### src/cpucr_cfg.svh
// Constants of the CPU core register set
//
// Functional notes
// - Reset loads fetch FFFD, state word 0030, all other registers zero.
// - Work result and second operand are 16 bits; byte ops use low byte.
// - Fetch, index, extra pointer and stack top are 16-bit registers.
// - State word: high byte bank and page fields, low byte condition flags.
// - Direct 0080-00FF moves up by 80 hex per page value step.
// - Direct 0000-007F passes unchanged whatever the page field holds.
// - Nibble carry flag set on carry or borrow from bit 3 to 4.
// - Interrupt gate flag one accepts, zero blocks; reset clears it.
// - Request serviced only if its level beats the current level field.
// - Sign copy flag follows the most significant result bit.
// - Zero result flag set when result is zero, else cleared.
// - Signed wrap flag set on two's complement overflow, else cleared.
// - Carry-out flag from bit 7 on byte ops, bit 15 on word ops; shifts load the shifted-out bit.
// - Byte registers sit in memory, eight per bank, 32 banks selectable.
// - Low three opcode bits pick the register within the current bank.
// - Addresses span a 64-kilobyte space holding banks and vectors.
`ifndef CPUCR_CFG_SVH
`define CPUCR_CFG_SVH
// ============================================================
// Register offsets on the software port
`define CPUCR_OFS_PC 3'h0
`define CPUCR_OFS_A  3'h1
`define CPUCR_OFS_T  3'h2
`define CPUCR_OFS_IX 3'h3
`define CPUCR_OFS_EP 3'h4
`define CPUCR_OFS_SP 3'h5
`define CPUCR_OFS_PS 3'h6
`define CPUCR_NREG   7
// ============================================================
// Reset values
`define CPUCR_RST_PC 16'hfffd
`define CPUCR_RST_PS 16'h0030
`define CPUCR_RST_GN 16'h0000
// ============================================================
// State word fields
`define CPUCR_PS_C   0
`define CPUCR_PS_V   1
`define CPUCR_PS_Z   2
`define CPUCR_PS_N   3
`define CPUCR_PS_ILL 4
`define CPUCR_PS_ILH 5
`define CPUCR_PS_I   6
`define CPUCR_PS_H   7
`define CPUCR_PS_DPL 8
`define CPUCR_PS_DPH 10
`define CPUCR_PS_RPL 11
`define CPUCR_PS_RPH 15
// ============================================================
// Address map
`define CPUCR_DIR_WIN   16'h0080
`define CPUCR_BANK_BASE 16'h0100
`endif

### src/cpucr_pkg.sv
// Types shared by the CPU core register set
package cpucr_pkg;
`include "cpucr_cfg.svh"
    typedef logic [15:0] cpucr_word_t;
    typedef enum logic [2:0] {
        CPUCR_R_PC = `CPUCR_OFS_PC,
        CPUCR_R_A  = `CPUCR_OFS_A,
        CPUCR_R_T  = `CPUCR_OFS_T,
        CPUCR_R_IX = `CPUCR_OFS_IX,
        CPUCR_R_EP = `CPUCR_OFS_EP,
        CPUCR_R_SP = `CPUCR_OFS_SP,
        CPUCR_R_PS = `CPUCR_OFS_PS
    } cpucr_reg_e;
endpackage

### src/cpucr_map_if.sv
// Carrier between the register set and its address mapper
`timescale 1ns/1ns
interface cpucr_map_if;
    logic [2:0]  direct_page_field;
    logic [4:0]  bank_select_field;
    logic [7:0]  dir_addr;
    logic [2:0]  slot;
    logic [15:0] dir_mem;
    logic [15:0] bank_mem;
    modport core (output direct_page_field, bank_select_field, dir_addr,
                  slot, input dir_mem, bank_mem);
    modport mapr (input direct_page_field, bank_select_field, dir_addr,
                  slot, output dir_mem, bank_mem);
endinterface

### src/cpucr_regfile.sv
// CPU core dedicated registers, flags and memory address forming
`timescale 1ns/1ns
module cpucr_regfile
    import cpucr_pkg::*;
#(
    parameter logic [15:0] BANK_BASE = `CPUCR_BANK_BASE
) (
    input  wire logic        core_clk,
    input  wire logic        rst_n,
    input  wire logic        clk_en,
    input  wire logic [3:0]  reg_addr,
    input  wire logic [15:0] reg_wdata,
    input  wire logic        reg_wr,
    input  wire logic        reg_rd,
    output logic      [15:0] reg_rdata,
    input  wire logic        dp_ld,
    input  wire logic [2:0]  dp_sel,
    input  wire logic [15:0] dp_data,
    input  wire logic        fetch_adv,
    input  wire logic        alu_go,
    input  wire logic        alu_sub,
    input  wire logic        alu_byte,
    input  wire logic [15:0] alu_a,
    input  wire logic [15:0] alu_b,
    input  wire logic        shf_go,
    input  wire logic        shf_out,
    input  wire logic [15:0] shf_res,
    input  wire logic        irq_req,
    input  wire logic [1:0]  irq_lvl,
    output logic             irq_take,
    input  wire logic        dir_go,
    input  wire logic [7:0]  dir_addr,
    output logic      [15:0] dir_mem_addr,
    input  wire logic        gpr_go,
    input  wire logic [7:0]  gpr_opc,
    output logic      [15:0] gpr_mem_addr,
    output logic      [15:0] fetch_location,
    output logic      [15:0] work_result_word,
    output logic      [15:0] second_operand_reg,
    output logic      [15:0] index_reg,
    output logic      [15:0] extra_pointer_reg,
    output logic      [15:0] stack_top_reg,
    output logic      [15:0] processor_state_word
);
    // ============================================================
    // Storage
    cpucr_word_t regs_ff [`CPUCR_NREG];
    logic [15:0] rdata_ff;
    logic        irq_take_ff;
    logic [15:0] dir_mem_ff;
    logic [15:0] gpr_mem_ff;
    logic        first_ff;

    function automatic cpucr_word_t rst_val(input int idx);
        if (idx == int'(`CPUCR_OFS_PC)) begin
            return `CPUCR_RST_PC;
        end
        if (idx == int'(`CPUCR_OFS_PS)) begin
            return `CPUCR_RST_PS;
        end
        return `CPUCR_RST_GN;
    endfunction

    function automatic logic ovf(input logic sa, input logic sb,
                                 input logic sr, input logic sub);
        ovf = sub ? ((sa != sb) && (sr != sa)) : ((sa == sb) && (sr != sa));
    endfunction

    function automatic logic is_reg(input logic [3:0] adr);
        is_reg = !adr[3] && (adr[2:0] < 3'(`CPUCR_NREG));
    endfunction

    // ============================================================
    // Arithmetic flag formation
    logic [4:0]  nib5;
    logic [8:0]  lo9;
    logic [16:0] w17;
    logic [15:0] res_used;
    logic        f_h;
    logic        f_n;
    logic        f_z;
    logic        f_v;
    logic        f_c;

    always_comb begin
        if (alu_sub) begin
            nib5 = {1'b0, alu_a[3:0]} - {1'b0, alu_b[3:0]};
            lo9  = {1'b0, alu_a[7:0]} - {1'b0, alu_b[7:0]};
            w17  = {1'b0, alu_a} - {1'b0, alu_b};
        end else begin
            nib5 = {1'b0, alu_a[3:0]} + {1'b0, alu_b[3:0]};
            lo9  = {1'b0, alu_a[7:0]} + {1'b0, alu_b[7:0]};
            w17  = {1'b0, alu_a} + {1'b0, alu_b};
        end
    end

    // Byte ops keep the upper accumulator byte untouched
    assign res_used = alu_byte ? {8'h00, lo9[7:0]} : w17[15:0];
    assign f_h = nib5[4];
    assign f_n = alu_byte ? lo9[7] : w17[15];
    assign f_z = (res_used == 16'h0000);
    assign f_v = alu_byte
        ? ovf(alu_a[7], alu_b[7], lo9[7], alu_sub)
        : ovf(alu_a[15], alu_b[15], w17[15], alu_sub);
    assign f_c = alu_byte ? lo9[8] : w17[16];

    // ============================================================
    // Dedicated registers
    logic [2:0] wsel;
    logic       bus_wr;
    assign wsel   = reg_addr[2:0];
    assign bus_wr = reg_wr && is_reg(reg_addr);

    // Later statements win: a flag event in the same cycle as a
    // software write to the state word is kept, never dropped
    always_ff @(posedge core_clk or negedge rst_n) begin
        if (!rst_n) begin
            for (int i = 0; i < `CPUCR_NREG; i++) begin
                regs_ff[i] <= rst_val(i);
            end
        end else if (clk_en) begin
            if (fetch_adv) begin
                regs_ff[`CPUCR_OFS_PC] <= regs_ff[`CPUCR_OFS_PC] + 16'h0001;
            end
            if (bus_wr) begin
                regs_ff[wsel] <= reg_wdata;
            end
            if (dp_ld && (dp_sel < 3'(`CPUCR_NREG))) begin
                regs_ff[dp_sel] <= dp_data;
            end
            if (alu_go) begin
                regs_ff[`CPUCR_OFS_A] <= alu_byte
                    ? {regs_ff[`CPUCR_OFS_A][15:8], lo9[7:0]}
                    : w17[15:0];
                regs_ff[`CPUCR_OFS_PS][`CPUCR_PS_H] <= f_h;
                regs_ff[`CPUCR_OFS_PS][`CPUCR_PS_N] <= f_n;
                regs_ff[`CPUCR_OFS_PS][`CPUCR_PS_Z] <= f_z;
                regs_ff[`CPUCR_OFS_PS][`CPUCR_PS_V] <= f_v;
                regs_ff[`CPUCR_OFS_PS][`CPUCR_PS_C] <= f_c;
            end
            if (shf_go) begin
                regs_ff[`CPUCR_OFS_A] <= shf_res;
                regs_ff[`CPUCR_OFS_PS][`CPUCR_PS_C] <= shf_out;
            end
        end
    end

    // ============================================================
    // State word fields
    logic [4:0] bank_select_field;
    logic [2:0] direct_page_field;
    logic [7:0] condition_flags;
    logic [1:0] current_level_field;
    logic       irq_gate;

    assign bank_select_field =
        regs_ff[`CPUCR_OFS_PS][`CPUCR_PS_RPH:`CPUCR_PS_RPL];
    assign direct_page_field =
        regs_ff[`CPUCR_OFS_PS][`CPUCR_PS_DPH:`CPUCR_PS_DPL];
    assign condition_flags = regs_ff[`CPUCR_OFS_PS][7:0];
    assign current_level_field =
        condition_flags[`CPUCR_PS_ILH:`CPUCR_PS_ILL];
    assign irq_gate = condition_flags[`CPUCR_PS_I];

    // ============================================================
    // Software read port
    always_ff @(posedge core_clk or negedge rst_n) begin
        if (!rst_n) begin
            rdata_ff <= 16'h0000;
        end else if (clk_en) begin
            if (reg_rd && is_reg(reg_addr)) begin
                rdata_ff <= regs_ff[wsel];
            end else begin
                rdata_ff <= 16'h0000;
            end
        end
    end

    // ============================================================
    // Interrupt acceptance
    // Level 0 blocks all: no request level compares below it
    always_ff @(posedge core_clk or negedge rst_n) begin
        if (!rst_n) begin
            irq_take_ff <= 1'b0;
        end else if (clk_en) begin
            irq_take_ff <= irq_req && irq_gate
                           && (irq_lvl < current_level_field);
        end
    end

    // ============================================================
    // Memory address forming
    cpucr_map_if mif ();
    assign mif.direct_page_field = direct_page_field;
    assign mif.bank_select_field = bank_select_field;
    assign mif.dir_addr          = dir_addr;
    assign mif.slot              = gpr_opc[2:0];

    cpucr_addr_map #(
        .BANK_BASE (BANK_BASE)
    ) u_map (
        .m (mif.mapr)
    );

    // 16-bit results: direct addresses stay within 0000-047F, bank addresses within BANK_BASE to BANK_BASE+00FF
    always_ff @(posedge core_clk or negedge rst_n) begin
        if (!rst_n) begin
            dir_mem_ff <= 16'h0000;
            gpr_mem_ff <= 16'h0000;
        end else if (clk_en) begin
            if (dir_go) begin
                dir_mem_ff <= mif.dir_mem;
            end
            if (gpr_go) begin
                gpr_mem_ff <= mif.bank_mem;
            end
        end
    end

    // ============================================================
    // Outputs
    assign reg_rdata            = rdata_ff;
    assign irq_take             = irq_take_ff;
    assign dir_mem_addr         = dir_mem_ff;
    assign gpr_mem_addr         = gpr_mem_ff;
    assign fetch_location       = regs_ff[`CPUCR_OFS_PC];
    assign work_result_word     = regs_ff[`CPUCR_OFS_A];
    assign second_operand_reg   = regs_ff[`CPUCR_OFS_T];
    assign index_reg            = regs_ff[`CPUCR_OFS_IX];
    assign extra_pointer_reg    = regs_ff[`CPUCR_OFS_EP];
    assign stack_top_reg        = regs_ff[`CPUCR_OFS_SP];
    assign processor_state_word = regs_ff[`CPUCR_OFS_PS];

    // ============================================================
    // Checks
    always_ff @(posedge core_clk or negedge rst_n) begin
        if (!rst_n) begin
            first_ff <= 1'b1;
        end else if (clk_en) begin
            first_ff <= 1'b0;
        end
    end
endmodule

### src/cpucr_addr_map.sv
// Direct page remap and register bank address forming
`timescale 1ns/1ns
module cpucr_addr_map
    import cpucr_pkg::*;
#(
    parameter logic [15:0] BANK_BASE = `CPUCR_BANK_BASE
) (
    cpucr_map_if.mapr m
);
    // ============================================================
    // Direct addressing
    always_comb begin
        if (!m.dir_addr[7]) begin
            m.dir_mem = {8'h00, m.dir_addr};
        end else begin
            m.dir_mem = `CPUCR_DIR_WIN + {6'h00, m.direct_page_field, 7'h00}
                        + {9'h000, m.dir_addr[6:0]};
        end
    end

    // ============================================================
    // Bank slots
    // Slot bits fill the low three bits, so no adder carry from them
    assign m.bank_mem = BANK_BASE
        + {8'h00, m.bank_select_field, m.slot};
endmodule

### config.mk
export PLATFORM = sky130hd
export DESIGN_NAME = cpucr_regfile
export DESIGN_NICKNAME = d
export VERILOG_FILES = /design/src/cpucr_pkg.sv /design/src/cpucr_map_if.sv /design/src/cpucr_regfile.sv /design/src/cpucr_addr_map.sv
export VERILOG_INCLUDE_DIRS = /design/src
export SDC_FILE = /design/constraint.sdc
export NUM_CORES = 1
export LEC_CHECK = 0
export BUFFER_PORTS_ARGS = -buffer_cell sky130_fd_sc_hd__buf_2
export CAP_MARGIN = 20
export CORE_MARGIN = 2
export CORE_UTILIZATION = 45
export DETAILED_ROUTE_END_ITERATION = 16
export PLACE_DENSITY = 0.72
export SLEW_MARGIN = 15
export SYNTH_ARGS = -nofsm -noshare
export SYNTH_HDL_FRONTEND = slang
export SYNTH_SLANG_ARGS = --single-unit
### constraint.sdc
create_clock -name core_clk -period 2.51 [get_ports core_clk]
set_input_delay 0.251 -clock core_clk [delete_from_list [all_inputs] [get_ports core_clk]]
set_output_delay 0.251 -clock core_clk [all_outputs]
set_load 0.005 [all_outputs]
==> metrics.cfg <==
[sta]
hold_viol=0
fmax_mhz=343
finalSetupTns_ns=-2.87
maxSlewViolCount=0
worst_slew_pin_slew_ns=0.798
grt_setup_unrepaired=yes
fin_worst_skew_ns=0.00912
period_share=1.16
finalSetupViolations=10
layout_setup_ws_ns=-0.409
relSlewSlack=0.468
period_needed_ns=2.92

[route]
drtIter0Drc=836
post_drt_wl_per_cell_um=20.7
routed_via_density=5.90
num_vias=10200
ant_nets=0
drt_first_pass_iters=5
routed_wl_um=35900
remaining_drc_errors=0

[yosys]
ys_ff_latch=149
synth_area_per_cell_um2=8.75
synth_largest_area_cell=dfrtp_1
syn_area_mm2=0.00962
netlist_top_cells_area=dfrtp_1, a21oi_1, nor2_1
synth-edff-count=0
synthArstFlopShare=1.00
netlist_instances=1100
yosys_warnings=0
synth_top_area_frac=0.343
yosysSeqAreaShare=0.390
synth_cell_types=62
ys.flop_type=dfrtp_1

[global_route]
grt_pass1_wl_um=54800
grtUsageTotal=0.315
grt_pass1_vias=9652
grt_max_degree=75
overflow=0
antenna_found_initial=0

[setup_path]
cp-end-kind=flop
r2r_cells=7
r2r_end=fetch_location[15]
crit_end=work_result_word[13]
cp_data_required_time_ns=2.83
worst_setup_path_start_kind=primary input
reg2reg_from=fetch_location[2]
arrival_ns=3.24
regToRegSetupSlack_ns=0.19
crit_type=in -> reg
cp_max_fo=4
worstSetupStartpoint=alu_b[3]

[layout]
fin_cells=1730
drive_above_1_share=0.377
syn2layout_area_growth_pct=34.2
num-nets-final=1583
diodes=0
nFillCells=1846

[status]
status=finished with violations
violations=setup timing

[place]
dp_hpwl_um=27200
dp.cells=1687
io_buffer_count=263
routabilityCongestion=0.964

[floorplan]
die_y_um=150
rows=53
core_mm2=0.0210
fp.dieW_um=150
die_area_mm2=0.0226
start_util=0.458
ios=281

[power_and_ir_drop]
vdd_drop_max_mv=0.482
powerDensity_mw_per_mm2=739
p_leak_nw=5.88

[clock_tree]
cts.htree.levels=4
cts_tree=yes
root_buffer=clkbuf_16
cts_buffers=17
cts_buffer_depth=2
cts.sinks=149
clk_pin_slew_ns=0.07
insertion_delay_ns=0.43

[hold_path]
worstHoldPathType=in -> reg
hp-start=dir_addr[3]

[run]
drv_cap=0

[per-layer routing]
metal / track usage / vias to the layer above / part of all wire
li1: - / 4717 / -
met1: 0.406 / 4883 / 0.40
met2: 0.528 / 538 / 0.48
met3: 0.0664 / 75 / 0.087
met4: 0.108 / 0 / 0.030
met5: 0 / - / 0
[synth_stat cells (3+ instances only)]
| master | instances |
|---|---|
| nor2b_1 | 5 |
| or3_1 | 4 |
| o21a_1 | 4 |
| inv_1 | 21 |
| buf_2 | 5 |
| dfstp_2 | 17 |
| a211oi_1 | 33 |
| and2_1 | 5 |
| o2bb2ai_1 | 16 |
| o211ai_1 | 19 |
| buf_1 | 6 |
| a21oi_1 | 145 |
| nor4_1 | 3 |
| nand4_1 | 9 |
| nor3_1 | 19 |
| o31ai_1 | 6 |
| nand3b_1 | 4 |
| clkbuf_1 | 63 |
| a31oi_1 | 8 |
| and3_1 | 3 |
| nor2_1 | 172 |
| ha_1 | 20 |
| mux2i_1 | 39 |
| buf_4 | 13 |
| xor2_1 | 18 |
| a211o_1 | 5 |
| mux4_2 | 15 |
| a21o_1 | 7 |
| nand2_1 | 64 |
| o21ai_0 | 37 |
| o22ai_1 | 78 |
| dfrtp_1 | 132 |
| xnor2_1 | 24 |
| nand3_1 | 13 |
| mux2_2 | 26 |
| nand2b_1 | 7 |
[layout make-up]
type / instances / area, um2 / share of cell area
timing repair buffer: 400 / 2410 / 0.186
sequential: 149 / 3750 / 0.290
inverter: 21 / 81.3 / 0.00630
multi-input combinational: 853 / 5760 / 0.446
tap: 275 / 344 / 0.0266
clock buffer: 17 / 425 / 0.0329
clock inverter: 15 / 145 / 0.0112
[power by group]
part           switching, W  internal, W
logic               0.00168      0.00170
clock network       0.00111      0.00139
registers          0.000641      0.00303
[cell families after synthesis]
| group | count (synthesis) | synth area share |
|---|---|---|
| adder cells (fa/ha/maj) | 21 | 0.0281 |
| AO/OA/AOI/OAI | 381 | 0.245 |
| AND/OR/NAND/NOR | 317 | 0.143 |
| buffers and inverters | 109 | 0.0490 |
| flip-flops | 149 | 0.390 |
| XOR/XNOR | 42 | 0.0382 |
| other | 1 | 0.000390 |
| multiplexers | 80 | 0.106 |
[critical path, cell delays in order]
cell     delay [ns]
buf_6          0.10
nor3_4         0.19
nand3_2        0.09
or3_4          0.35
nor3_4         0.13
nor3b_4        0.29
a21oi_2        0.09
xnor2_1        0.13
ha_1           0.33
buf_4          0.16
inv_2          0.06
nor3_1         0.05
a211o_1        0.27
a211o_1        0.26
a221o_1        0.37
o21ai_2        0.07
o21ai_2        0.06
[what timing repair did]
| item | CTS | global route |
|---|---|---|
| gates resized for setup | 41 | 22 |
| buffers inserted | 8 | 3 |
| pin swaps | 37 | 27 |
| setup endpoints to repair | 12 | 14 |
| hold buffers | 1 | 0 |
| hold endpoints to repair | 49 | 0 |
[placed cells by master, fill, tap and decap left out, types with 5 or more instances in the layout]
cell         n
clkbuf_16   17
nand4_1      9
conb_1      12
xor2_1      17
nor3_1      11
inv_1       18
nand2b_1     7
o211ai_1    19
o31ai_1      5
o22ai_1     78
dfstp_2     17
mux4_2      15
a211o_1      5
nand3_1     11
ha_1        17
xnor2_1     23
dfrtp_1    132
buf_4      129
mux2i_1     39
a21oi_2      8
a21oi_1    136
mux2_2      23
o21ai_0     32
buf_2      259
a211oi_1    30
nor2_1     168
o2bb2ai_1   16
a21o_1       7
a31oi_1      7
buf_6       10
nand2_1     61
[metrics by stage]
| stage | utilization | total power, W | area, um2 | hold slack, ns | setup WS, ns |
|---|---|---|---|---|---|
| 2_1_floorplan | - | 0.00521 | 9780 | -0.0446 | -0.482 |
| 3_5_place_dp | 0.570 | 0.00688 | 12000 | 0.284 | -0.928 |
| 3_3_place_gp | 0.570 | 0.00682 | 12000 | 0.286 | -0.932 |
| 4_1_cts | 0.608 | 0.00948 | 12800 | 0.0459 | -0.435 |
| 6_report | 0.614 | 0.00954 | 12900 | 0.0564 | -0.409 |
| 5_1_grt | 0.614 | 0.0101 | 12900 | 0.0544 | -0.580 |
[worst min path at each step]
stage / depth (start not counted) / endpoint
after floorplan: 0 / dir_mem_addr[0]
after global placement: 1 / dir_mem_addr[5]
after detailed placement: 1 / dir_mem_addr[5]
after CTS: 2 / dir_mem_addr[3]
after global routing: 2 / dir_mem_addr[1]
final: 2 / dir_mem_addr[3]
Note: power is estimated with default switching activity, not from simulation.
